`src/design/port_irq_pkg.sv`:
```
// Constants, field positions and mode codes for the I/O port with pin interrupts
package port_irq_pkg;

    // Data-memory locations of the port registers
    localparam logic [7:0] ADDR_PORT_PIN_STATE = 8'h05; // Port pin state
    localparam logic [7:0] ADDR_IRQ_CONTROL = 8'h0b; // Interrupt control, low bank
    localparam logic [7:0] ADDR_IRQ_CONTROL_HI = 8'h8b; // Interrupt control, mirror
    localparam logic [7:0] ADDR_PORT_DIRECTION = 8'h85; // Direction register

    // Interrupt control field positions
    localparam int GLOBAL_IRQ_ENABLE_BIT = 7;
    localparam int PERIPHERAL_IRQ_ENABLE_BIT = 6;
    localparam int TIMER_OVERFLOW_IRQ_ENABLE_BIT = 5;
    localparam int EDGE_PIN_IRQ_ENABLE_BIT = 4;
    localparam int PIN_CHANGE_IRQ_ENABLE_BIT = 3;
    localparam int TIMER_OVERFLOW_FLAG_BIT = 2;
    localparam int EDGE_PIN_IRQ_FLAG_BIT = 1;
    localparam int PIN_CHANGE_FLAG_BIT = 0;

    // Pin positions with special roles
    localparam int INPUT_ONLY_PIN3 = 3; // Input only, shares the master clear
    localparam int EDGE_PIN = 2; // External edge interrupt pin
    localparam int CLOCK_OUT_PIN = 4; // Clock out / oscillator pin
    localparam int OSC_IN_PIN = 5; // Oscillator input pin

    // Reset values and fixed masks
    localparam logic [7:0] IRQ_CONTROL_RESET = 8'h00; // All enables and flags clear
    localparam logic [5:0] DIRECTION_RESET = 6'h3f; // Every pin an input
    localparam logic [7:0] OUT_LATCH_RESET = 8'h00; // Output latches
    localparam logic [7:0] ANALOG_POR_MASK = 8'h17; // Pins 0, 1, 2 and 4 analog
    localparam logic [7:0] PIN_CHANGE_GROUP = 8'h0b; // Pins 0, 1 and 3
    localparam logic [7:0] GP_PIN_MASK = 8'h3f; // General-purpose pins 5..0
    localparam logic [7:0] OSC_BOTH_MASK = 8'h30; // Crystal modes own pins 4, 5
    localparam logic [7:0] OSC_IN_MASK = 8'h20; // External RC owns pin 5
    localparam logic [7:0] CLOCK_OUT_MASK = 8'h10; // Clock out owns pin 4
    localparam logic [7:0] BYTE_ZERO = 8'h00; // Unmapped read value

    // Oscillator mode taken from the configuration word
    typedef enum logic [2:0] {
        osc_lp = 3'b000,
        osc_xt = 3'b001,
        osc_hs = 3'b010,
        internal_rc_osc_mode = 3'b100,
        external_rc_osc_mode = 3'b101
    } osc_mode_t;

endpackage : port_irq_pkg

```
`src/design/port_with_pin_interrupts.sv`:
```
// General-purpose I/O port with direction, pin read-back and interrupt control
`timescale 1ns/1ps
module port_with_pin_interrupts
    import port_irq_pkg::*;
(
    input wire logic ref_clk, // Core clock, 125 MHz
    input wire logic reset, // Synchronous reset, active high
    input wire logic power_on_reset, // Reset came from power-up, with reset
    input wire logic [7:0] reg_addr, // Data-memory address from the core
    input wire logic reg_wr_en, // Core write strobe
    input wire logic [7:0] reg_wr_data, // Core write data
    input wire logic reg_rd_en, // Core read strobe
    output logic [7:0] reg_rd_data, // Read data, one cycle after the strobe
    input wire logic [7:0] pin_in, // Pin levels from the pads
    output logic [7:0] pin_out, // Pin drive levels
    output logic [7:0] pin_oe_n, // Output enable, low while driving
    output logic [7:0] pin_pullup, // Weak pull-up enables
    input wire osc_mode_t osc_mode, // Oscillator mode from configuration word
    input wire logic clock_out_function, // Pin 4 carries the clock out
    input wire logic clock_out_level, // Clock level to put on pin 4
    input wire logic master_clear_input, // Pin 3 is the master clear input
    input wire logic [7:0] alt_func_mask, // Pins given to other functions
    input wire logic analog_cfg_wr, // Analog selection update strobe
    input wire logic [7:0] analog_cfg, // New analog pin selection
    input wire logic pullup_enable_n, // Group pull-up enable, active low
    input wire logic edge_rising, // Edge pin interrupt polarity
    input wire logic timer_overflow, // Timer overflow pulse
    input wire logic peripheral_irq, // Enabled peripheral request pending
    output logic irq_request // Interrupt request to the core
);

    // Register state
    logic [7:0] irq_control_q; // Enables and flags
    logic [5:0] direction_q; // Direction bits for pins 5..0
    logic [7:0] out_latch_q; // Output data latches
    logic [7:0] analog_q; // Pins in analog mode
    logic [7:0] change_ref_q; // Pin levels seen at the last port read
    logic [7:0] rd_data_q; // Registered read data

    // Pin synchronisers and edge history
    logic [7:0] pin_meta_q; // First stage, read by the second only
    logic [7:0] pin_sync_q; // Second stage, safe to use
    logic edge_prev_q; // Previous level of the edge pin

    // Decoded accesses and derived masks
    logic wr_port; // Write to the port register
    logic wr_dir; // Write to the direction register
    logic wr_irq; // Write to interrupt control
    logic rd_port; // Read of the port register
    logic rc_mode; // One of the two RC oscillator modes
    logic [7:0] osc_owned; // Pins taken by the oscillator
    logic [7:0] read_zero; // Pins that read as zero
    logic [7:0] dir_view; // Direction as software sees it
    logic [7:0] port_view; // Port value as software sees it
    logic [7:0] change_group; // Pins that take part in pin change
    logic edge_event; // Selected edge seen on the edge pin
    logic change_event; // Mismatch on the pin change group
    logic [2:0] flag_set; // Hardware set terms for the flags

    // True when the address hits either copy of interrupt control
    function automatic logic is_irq_addr(input logic [7:0] a);
        is_irq_addr = (a == ADDR_IRQ_CONTROL) || (a == ADDR_IRQ_CONTROL_HI);
    endfunction : is_irq_addr

    // Address decode
    assign wr_port = reg_wr_en && (reg_addr == ADDR_PORT_PIN_STATE);
    assign wr_dir = reg_wr_en && (reg_addr == ADDR_PORT_DIRECTION);
    assign wr_irq = reg_wr_en && is_irq_addr(reg_addr);
    assign rd_port = reg_rd_en && (reg_addr == ADDR_PORT_PIN_STATE);

    // Oscillator ownership of pins 4 and 5
    always_comb
    begin
        rc_mode = 1'b0;
        osc_owned = BYTE_ZERO;
        unique case (osc_mode)
            osc_lp, osc_xt, osc_hs: osc_owned = OSC_BOTH_MASK;
            external_rc_osc_mode:
            begin
                rc_mode = 1'b1;
                osc_owned = OSC_IN_MASK;
            end
            internal_rc_osc_mode: rc_mode = 1'b1;
            default: osc_owned = OSC_BOTH_MASK; // Illegal code: keep pads safe
        endcase
        if (clock_out_function)
        begin
            osc_owned = osc_owned | CLOCK_OUT_MASK;
        end
    end

    // Pins that read as zero: alternate functions, analog, oscillator, clear
    always_comb
    begin
        read_zero = (alt_func_mask | analog_q | osc_owned) & GP_PIN_MASK;
        if (master_clear_input)
        begin
            read_zero[INPUT_ONLY_PIN3] = 1'b1;
        end
    end

    // Port read reflects the pins, whatever the direction
    assign port_view = pin_sync_q & ~read_zero;

    // Direction as read back: pin 3 fixed at one, bits 7:6 fixed at zero
    always_comb
    begin
        dir_view = {2'b00, direction_q};
        dir_view[INPUT_ONLY_PIN3] = 1'b1;
        if (!rc_mode)
        begin
            dir_view[OSC_IN_PIN] = 1'b1; // Forced to input outside RC modes
            dir_view[CLOCK_OUT_PIN] = 1'b1;
        end
    end

    // Pin change participants; master clear drops pin 3 from the group
    always_comb
    begin
        change_group = PIN_CHANGE_GROUP & ~read_zero;
        if (master_clear_input)
        begin
            change_group[INPUT_ONLY_PIN3] = 1'b0;
        end
    end

    // Event detection
    assign edge_event = edge_rising ? (pin_sync_q[EDGE_PIN] && !edge_prev_q)
                                    : (!pin_sync_q[EDGE_PIN] && edge_prev_q);
    assign change_event = irq_control_q[PIN_CHANGE_IRQ_ENABLE_BIT]
                        && |((pin_sync_q ^ change_ref_q) & change_group);
    assign flag_set = {timer_overflow, edge_event, change_event};

    // Two-flop synchroniser, free-running so no false edge follows reset
    always_ff @(posedge ref_clk)
    begin
        pin_meta_q <= pin_in;
        pin_sync_q <= pin_meta_q;
        edge_prev_q <= pin_sync_q[EDGE_PIN];
    end

    // Interrupt control: software writes, hardware sets win over clears
    always_ff @(posedge ref_clk)
    begin
        if (reset)
        begin
            irq_control_q <= IRQ_CONTROL_RESET;
        end
        else
        begin
            irq_control_q <= (wr_irq ? reg_wr_data : irq_control_q)
                | {5'b00000, flag_set};
        end
    end

    // Direction register
    always_ff @(posedge ref_clk)
    begin
        if (reset)
        begin
            direction_q <= DIRECTION_RESET;
        end
        else if (wr_dir)
        begin
            direction_q[3:0] <= reg_wr_data[3:0];
            direction_q[INPUT_ONLY_PIN3] <= 1'b1;
            if (rc_mode)
            begin
                direction_q[OSC_IN_PIN] <= reg_wr_data[OSC_IN_PIN];
                if (!clock_out_function)
                begin
                    direction_q[CLOCK_OUT_PIN] <= reg_wr_data[CLOCK_OUT_PIN];
                end
            end
        end
    end

    // Output latches hold until rewritten
    always_ff @(posedge ref_clk)
    begin
        if (reset)
        begin
            out_latch_q <= OUT_LATCH_RESET;
        end
        else if (wr_port)
        begin
            out_latch_q <= reg_wr_data;
        end
    end

    // Analog selection: power-up makes pins analog until reconfigured
    always_ff @(posedge ref_clk)
    begin
        if (reset)
        begin
            analog_q <= power_on_reset ? ANALOG_POR_MASK : analog_q;
        end
        else if (analog_cfg_wr)
        begin
            analog_q <= analog_cfg & ANALOG_POR_MASK;
        end
    end

    // Reference for pin change, caught at each port read
    always_ff @(posedge ref_clk)
    begin
        if (reset)
        begin
            change_ref_q <= BYTE_ZERO;
        end
        else if (rd_port)
        begin
            change_ref_q <= pin_sync_q;
        end
    end

    // Registered read data; unmapped locations answer zero
    always_ff @(posedge ref_clk)
    begin
        if (reset)
        begin
            rd_data_q <= BYTE_ZERO;
        end
        else if (reg_rd_en)
        begin
            rd_data_q <= BYTE_ZERO; // Unmapped locations answer zero
            if (reg_addr == ADDR_PORT_PIN_STATE)
            begin
                rd_data_q <= port_view;
            end
            else if (reg_addr == ADDR_PORT_DIRECTION)
            begin
                rd_data_q <= dir_view;
            end
            else if (is_irq_addr(reg_addr))
            begin
                rd_data_q <= irq_control_q;
            end
        end
    end
    assign reg_rd_data = rd_data_q;

    // Pad drive: direction one floats, zero drives the latch
    always_comb
    begin
        pin_out = out_latch_q;
        pin_oe_n = dir_view | (osc_owned & ~CLOCK_OUT_MASK);
        pin_oe_n = pin_oe_n | (analog_q | alt_func_mask) & GP_PIN_MASK;
        if (clock_out_function)
        begin
            pin_out[CLOCK_OUT_PIN] = clock_out_level;
            pin_oe_n[CLOCK_OUT_PIN] = 1'b0;
        end
    end

    // Weak pull-ups switched for the group, always on for master clear
    always_comb
    begin
        pin_pullup = pullup_enable_n ? BYTE_ZERO : (PIN_CHANGE_GROUP & ~read_zero);
        if (master_clear_input)
        begin
            pin_pullup[INPUT_ONLY_PIN3] = 1'b1;
        end
    end

    // Request to the core
    always_comb
    begin
        irq_request = irq_control_q[GLOBAL_IRQ_ENABLE_BIT]
            && ((|(irq_control_q[5:3] & irq_control_q[2:0]))
            || (irq_control_q[PERIPHERAL_IRQ_ENABLE_BIT] && peripheral_irq));
    end

    // Pin change flag stays set unless software writes interrupt control
    property p_flag_sticky;
        @(posedge ref_clk) disable iff (reset)
        ($past(irq_control_q[0]) && !$past(wr_irq)) |-> irq_control_q[0];
    endproperty
    a_flag_sticky: assert property (p_flag_sticky) else $error("flag lost");

    // Timer overflow sets its flag even with enables off
    property p_timer_flag;
        @(posedge ref_clk) disable iff (reset)
        timer_overflow |=> irq_control_q[TIMER_OVERFLOW_FLAG_BIT];
    endproperty
    a_timer_flag: assert property (p_timer_flag) else $error("timer flag missed");

    // No request while the global enable is clear
    property p_global_block;
        @(posedge ref_clk) disable iff (reset)
        !irq_control_q[GLOBAL_IRQ_ENABLE_BIT] |-> !irq_request;
    endproperty
    a_global_block: assert property (p_global_block) else $error("request leaked");

    // Peripheral request needs its enable
    property p_peripheral_gate;
        @(posedge ref_clk) disable iff (reset)
        (peripheral_irq && !irq_control_q[PERIPHERAL_IRQ_ENABLE_BIT]
            && ~|(irq_control_q[5:3] & irq_control_q[2:0])) |-> !irq_request;
    endproperty
    a_peripheral_gate: assert property (p_peripheral_gate) else $error("peripheral leak");

    // Direction register holds all ones after reset
    property p_dir_reset;
        @(posedge ref_clk)
        $past(reset) |-> (direction_q == DIRECTION_RESET);
    endproperty
    a_dir_reset: assert property (p_dir_reset) else $error("direction reset wrong");

    // Direction read returns one on bit 3 and zero on bits 7:6
    property p_dir_read;
        @(posedge ref_clk) disable iff (reset)
        (reg_rd_en && reg_addr == ADDR_PORT_DIRECTION)
            |=> (rd_data_q[3] && rd_data_q[7:6] == 2'b00);
    endproperty
    a_dir_read: assert property (p_dir_read) else $error("direction read wrong");

    // Direction 5:4 unchanged outside the RC modes
    property p_dir_locked;
        @(posedge ref_clk) disable iff (reset)
        !rc_mode |=> $stable(direction_q[5:4]);
    endproperty
    a_dir_locked: assert property (p_dir_locked) else $error("direction 5:4 moved");

    // Port read of a zero-reading pin is zero, others follow the pin
    property p_port_read;
        @(posedge ref_clk) disable iff (reset)
        (reg_rd_en && reg_addr == ADDR_PORT_PIN_STATE)
            |=> (rd_data_q == ($past(pin_sync_q) & ~$past(read_zero)));
    endproperty
    a_port_read: assert property (p_port_read) else $error("port read wrong");

    // Driven pin 0 follows its latch
    property p_drive;
        @(posedge ref_clk) disable iff (reset)
        (!dir_view[0] && !read_zero[0]) |-> (!pin_oe_n[0] && pin_out[0] == out_latch_q[0]);
    endproperty
    a_drive: assert property (p_drive) else $error("pin 0 not driven");

    // Pin change mismatch sets the flag next cycle
    property p_change_flag;
        @(posedge ref_clk) disable iff (reset)
        change_event |=> irq_control_q[PIN_CHANGE_FLAG_BIT];
    endproperty
    a_change_flag: assert property (p_change_flag) else $error("change flag missed");

endmodule : port_with_pin_interrupts

```
`config.mk`:
```
export PLATFORM = sky130hd
export DESIGN_NAME = port_with_pin_interrupts
export DESIGN_NICKNAME = d
export VERILOG_FILES = /design/src/design/port_irq_pkg.sv /design/src/design/port_with_pin_interrupts.sv
export SDC_FILE = /design/constraint.sdc
export NUM_CORES = 1
export LEC_CHECK = 0
export ABC_AREA = 0
export BUFFER_PORTS_ARGS = -buffer_cell sky130_fd_sc_hd__buf_4
export CAP_MARGIN = 40
export CORE_MARGIN = 2
export CORE_UTILIZATION = 51
export CTS_BUF_LIST = sky130_fd_sc_hd__clkbuf_16
export DETAILED_ROUTE_END_ITERATION = 8
export PLACE_DENSITY = 0.89
export SLEW_MARGIN = 20
export SYNTH_ARGS = -nofsm -noshare
export SYNTH_HDL_FRONTEND = slang
export SYNTH_SLANG_ARGS = --single-unit
```
`constraint.sdc`:
```
create_clock -name ref_clk -period 3.3 [get_ports ref_clk]
set_input_delay 0.33 -clock ref_clk [delete_from_list [all_inputs] [get_ports ref_clk]]
set_output_delay 0.33 -clock ref_clk [all_outputs]
set_load 0.1 [all_outputs]
```
### Yosys cells after proc, flatten, opt, wreduce, memory -nomap -nowiden

Index checks and enable logic that the tools add are counted.

| word-level totals | value |
|---|---|
| register bits | 60 |
| input bits | 56 |
| output and inout port bits | 33 |
| logic and storage cells | 67 |

| cells by class | value |
|---|---|
| equality and inequality tests | 7 |
| multiplexer cells | 18 |
| bitwise gates (word level) | 11 |
| reductions and logical operators | 20 |

Operators with widths:

| operator | number |
|---|---|
| 2-to-1 mux 8 bit | 4 |
| 2-to-1 mux 6 bit | 3 |
| bitwise OR 6 bit | 3 |
| == test 8 bit (second input constant) | 2 |
| case mux 6 bit (2 select lines) | 1 |
| logical AND 1 bit | 9 |
| bitwise AND 8 x 4 -> 8 bit | 1 |
| bitwise AND 8 bit | 1 |
| == test 8 x 3 -> 1 bit (second input constant) | 1 |
| == test 8 x 4 -> 1 bit (second input constant) | 1 |
| NOT 6 -> 8 bit | 1 |
| bitwise OR 8 x 3 -> 8 bit | 1 |
| bitwise OR 8 x 6 -> 8 bit | 1 |
| OR reduction 8 bit | 1 |
| bitwise XOR 8 bit | 1 |
| 2-to-1 mux 1 bit | 7 |
| == test 3 bit (second input constant) | 2 |
| 2-to-1 mux 5 bit | 1 |
| 2-to-1 mux 4 bit | 1 |
| AND reduction 2 bit | 2 |
| bitwise AND 3 bit | 1 |
| AND reduction 3 bit | 1 |
| OR reduction 3 bit | 1 |
| logical NOT 1 bit | 2 |
| 6 further kinds | 7 |

### Depth between registers and ports, before layout

| depth | value |
|---|---|
| depth after elaboration | 11 |
| mapped depth | 6 |
| depth with buffers taken out | 4 |

### Least setup slack after synthesis

Ideal clock, no wire load.

| timing path | value |
|---|---|
| path type | register to output |
| from | register irq_control_q[3] |
| to | output irq_request |
| arrival | 2613 ps |
| required time | 2970 ps |
| path slack | 357 ps |
| stages on the path, launching flop included | 3 |
| path buffers | 0 |
| cell sequence | dfxtp_1 -> a22oi_1 -> a21boi_0 |

| between the ends | value |
|---|---|
| word-level cells in the longest chain between the ends | 4 |

Ends and longest elaborated chain:

| element | RTL line | text |
|---|---|---|
| start, declared | port_with_pin_interrupts.sv:33 | `logic [7:0] irq_control_q;` |
| start signal, assigned | port_with_pin_interrupts.sv:151 | `irq_control_q <= (wr_irq ? reg_wr_data : irq_control_q)` |
| bitwise AND 3 bit | port_with_pin_interrupts.sv:270 | `&& ((\|(irq_control_q[5:3] & irq_control_q[2:0]))` |
| OR reduction 3 bit | port_with_pin_interrupts.sv:270 |  |
| logical OR 1 bit | port_with_pin_interrupts.sv:271 | `\|\| (irq_control_q[PERIPHERAL_IRQ_ENABLE_BIT] && peripheral_irq));` |
| logical AND 1 bit | port_with_pin_interrupts.sv:270 |  |
| end, declared | port_with_pin_interrupts.sv:29 | `output logic irq_request` |

No other way between the ends.

### Worst setup path after layout

Same ends and word-level chain as after synthesis.

==> impl_results.md <==
- Status: completed
- Antenna diodes: 0
- Worst hold margin: 140 ps
- RSZ-0062 raised after global routing: false
- Synth unique cells: 41
- Simple-gate share of the synthesized area: 20.0%
- Core area: 0.00409 mm2
- Total CTS buffers: 5
- Synth Area in XOR/XNOR: 1.19%
- FMAX: 590 MHz
- Predominant post-synthesis flop cell: dfxtp_1
- Mux contribution to synthesized area: 8.24%
- Nets: ~350
- Pwr/cell area: 469 mW/mm2
- Synth top area cells: dfxtp_1, mux2i_1, buf_4
- Clock Latency Late Sink: 290 ps
- Dpl ws: 1330 ps
- #FFs+latches synth: 53
- Max-cap violation count: 0
- Iter 0 DRT Violations: 99
- Clock skew: 2.89 ps
- Register area share after synthesis: 49.7%
- Startpoint types: flip-flop
- Initial antenna violation count: 0
- Net Sw Frac: 25.1%
- Post-synth EDFFs: 4
- Postcts setup bufs: 0
- Dpl hpwl: 3.68 mm
- FILL cells: 342
- Psw: 0.335 mW
- Final TNS setup: 0 ps
- Worst Hold Class: input port to flip-flop
- Hold_buf cts: 0
- Minimum clock period: 1690 ps
- Final Hold Fails: 0
- Crit path kind: flip-flop to output port
- Grt ovf: 0
- CTS tree: built
- Final setup vio count: 0
- DR WL/cell: roughly 14 um
- Int Power: approximately 1 mW
- Clk slew on worst S/H paths: about 60 ps
- Worst-path maximum fanout: 4
- Largest net degree at the start of global routing: 41
- WL final: around 4.8 mm
- Leakage power: 1.20 nW
- Layout area overhead: 28.6%
- Hold Path Stages: 1
- Num rows: 23
- Routed Antenna Nets: 0
- Root buf cell: clkbuf_16
- Largest family of logic cells by synthesized area: simple AND/OR/NAND/NOR gates
- Avg Cell Area, Syn: 9.85 um2
- DRC: 0
- Largest area contributor in the netlist: dfxtp_1
- Die X: roughly 70 um
- Vias: 1793
- Maximum vdd drop: between 300 and 400 uV
- Worst-case clock buffer depth: 2
- Synth top area share: between 40 and 50%
- WP data arrival: 1360 ps
- Final std cells w/o fill: 341
- Final worst path period share: 51.3%
- # port buffers: 74
- Synth Instances: between 200 and 250
- Clock share of power: a little over a third
- Adder-Cell Fraction of Synth Area: 0%
- Commonest non-fill, non-tap cells in the layout: buf_4, dfxtp_1, nor2_1, mux2i_1, nand2_1
- Commonest non-fill, non-tap cell in the layout: buf_4
- Num ports: 89
- Slew Viols, Final: 0
- Power share of the sequential group: 50.8%
- Clock sinks: 53
- Initial Utilization: between 50% and 60%
- Synth warnings: 0
- Worst Setup Slack, final: 1610 ps
- Fraction of registers with async set/reset: 0%
- Global-route wire length before repair: 7.89 mm
- Placed Cells: ~330
- Post-CTS resize count: 0
- CP endpoint kind: output port
- Vias in the first global route: about 1700
- Total Routing Usage GR: roughly a fifth
- Vias per inst: 5.26
- Layout cells sized above 1: 31.6%
- GP Congestion: 0.810
- Post-Syn Area: 0.00222 mm2
- Synth Area in Compound Gates: 12.5%
- Die H: 69.9 um
- H-tree depth: 2
- Die area: around 0.005 mm2
- Combinational share of power: 12.6%
- Worst Path Required: about 3000 ps
- Detailed Routing Iterations Pass 1: 4
- Reg2reg path depth: 4
- Total design power: 1.34 mW
## synth_stat cells (3+ instances only)
library cell   n
and2_1         3
a211oi_1       4
nor2_1        26
xor2_1         3
clkbuf_1       4
nand3_1        6
inv_1          7
a22o_1         3
a22oi_1        5
buf_4         17
or2_2          4
nand2b_1       8
a21oi_1       11
a211o_1        3
or3_1          3
nor2b_1        4
dfxtp_1       49
nand2_1       12
nor3_1         4
edfxtp_1       4
mux2i_1       16
## metal layers
metal	up-vias	track usage (%)	routed length [um]
met5	-	0	0
met4	0	8.33	75
met3	7	4.76	324
met2	72	35.3	2440
met1	828	23.8	1960
li1	886	-	-
## power groups by stage
stage	Combinational [mW]	Clock, mW	Sequential (mW)
2_1_floorplan	0.108	0	0.690
3_3_place_gp	0.166	0	0.691
3_5_place_dp	0.169	0	0.692
4_1_cts	0.169	0.499	0.678
5_1_grt	0.178	0.527	0.679
6_report	0.168	0.489	0.678
## final cells by class
type                    instances  area, um2  area share [%]
multi-input cells             148        958            33.6
well taps                      50       62.6            2.20
clock inverters                 3       12.5           0.439
flip-flops and latches         53       1100            38.6
clock buffers                   5        125            4.39
repair buffers                 75        563            19.8
inverters                       7       26.3           0.922
## path summary, 6_finish.rpt
path / from / to / slack, ps
worst min-delay path: pin_in[0] / pin_meta_q[0] / 140
worst min register to register: pin_meta_q[2] / pin_sync_q[2] / 330
worst max register to register: analog_q[1] / irq_control_q[0] / 2180
worst max-delay path: irq_control_q[3] / irq_request / 1610
## cell families (layout without fill, tap and decap cells)
logic type,Yosys count,after routing
XOR/XNOR,3,3
AO/OA/AOI/OAI,39,39
flip-flops,53,53
buffers and inverters,30,90
multiplexers,18,18
other,2,8
AND/OR/NAND/NOR,80,80
## worst max-delay path: stages, from the launching register on
cell and delay (ps):
dfxtp_1 400, a22oi_1 120, a21boi_0 220, buf_4 330
## per-stage QoR
| stage | cell area [um2] | util, % |
|---|---|---|
| 2_1_floorplan | 2240 | - |
| 3_3_place_gp | 2710 | 66.4 |
| 3_5_place_dp | 2710 | 66.4 |
| 4_1_cts | 2850 | 69.7 |
| 5_1_grt | 2850 | 69.7 |
| 6_report | 2850 | 69.7 |
## registers in the layout, summed over array words and instances, names as in the netlist
signal and cells:
reg_rd_data 8, change_ref_q 3, pin_meta_q 8, out_latch_q 8
edge_prev_q 1, pin_sync_q 8, direction_q 5, analog_q 4
irq_control_q 8
Note: power is estimated with default switching activity, not from simulation.
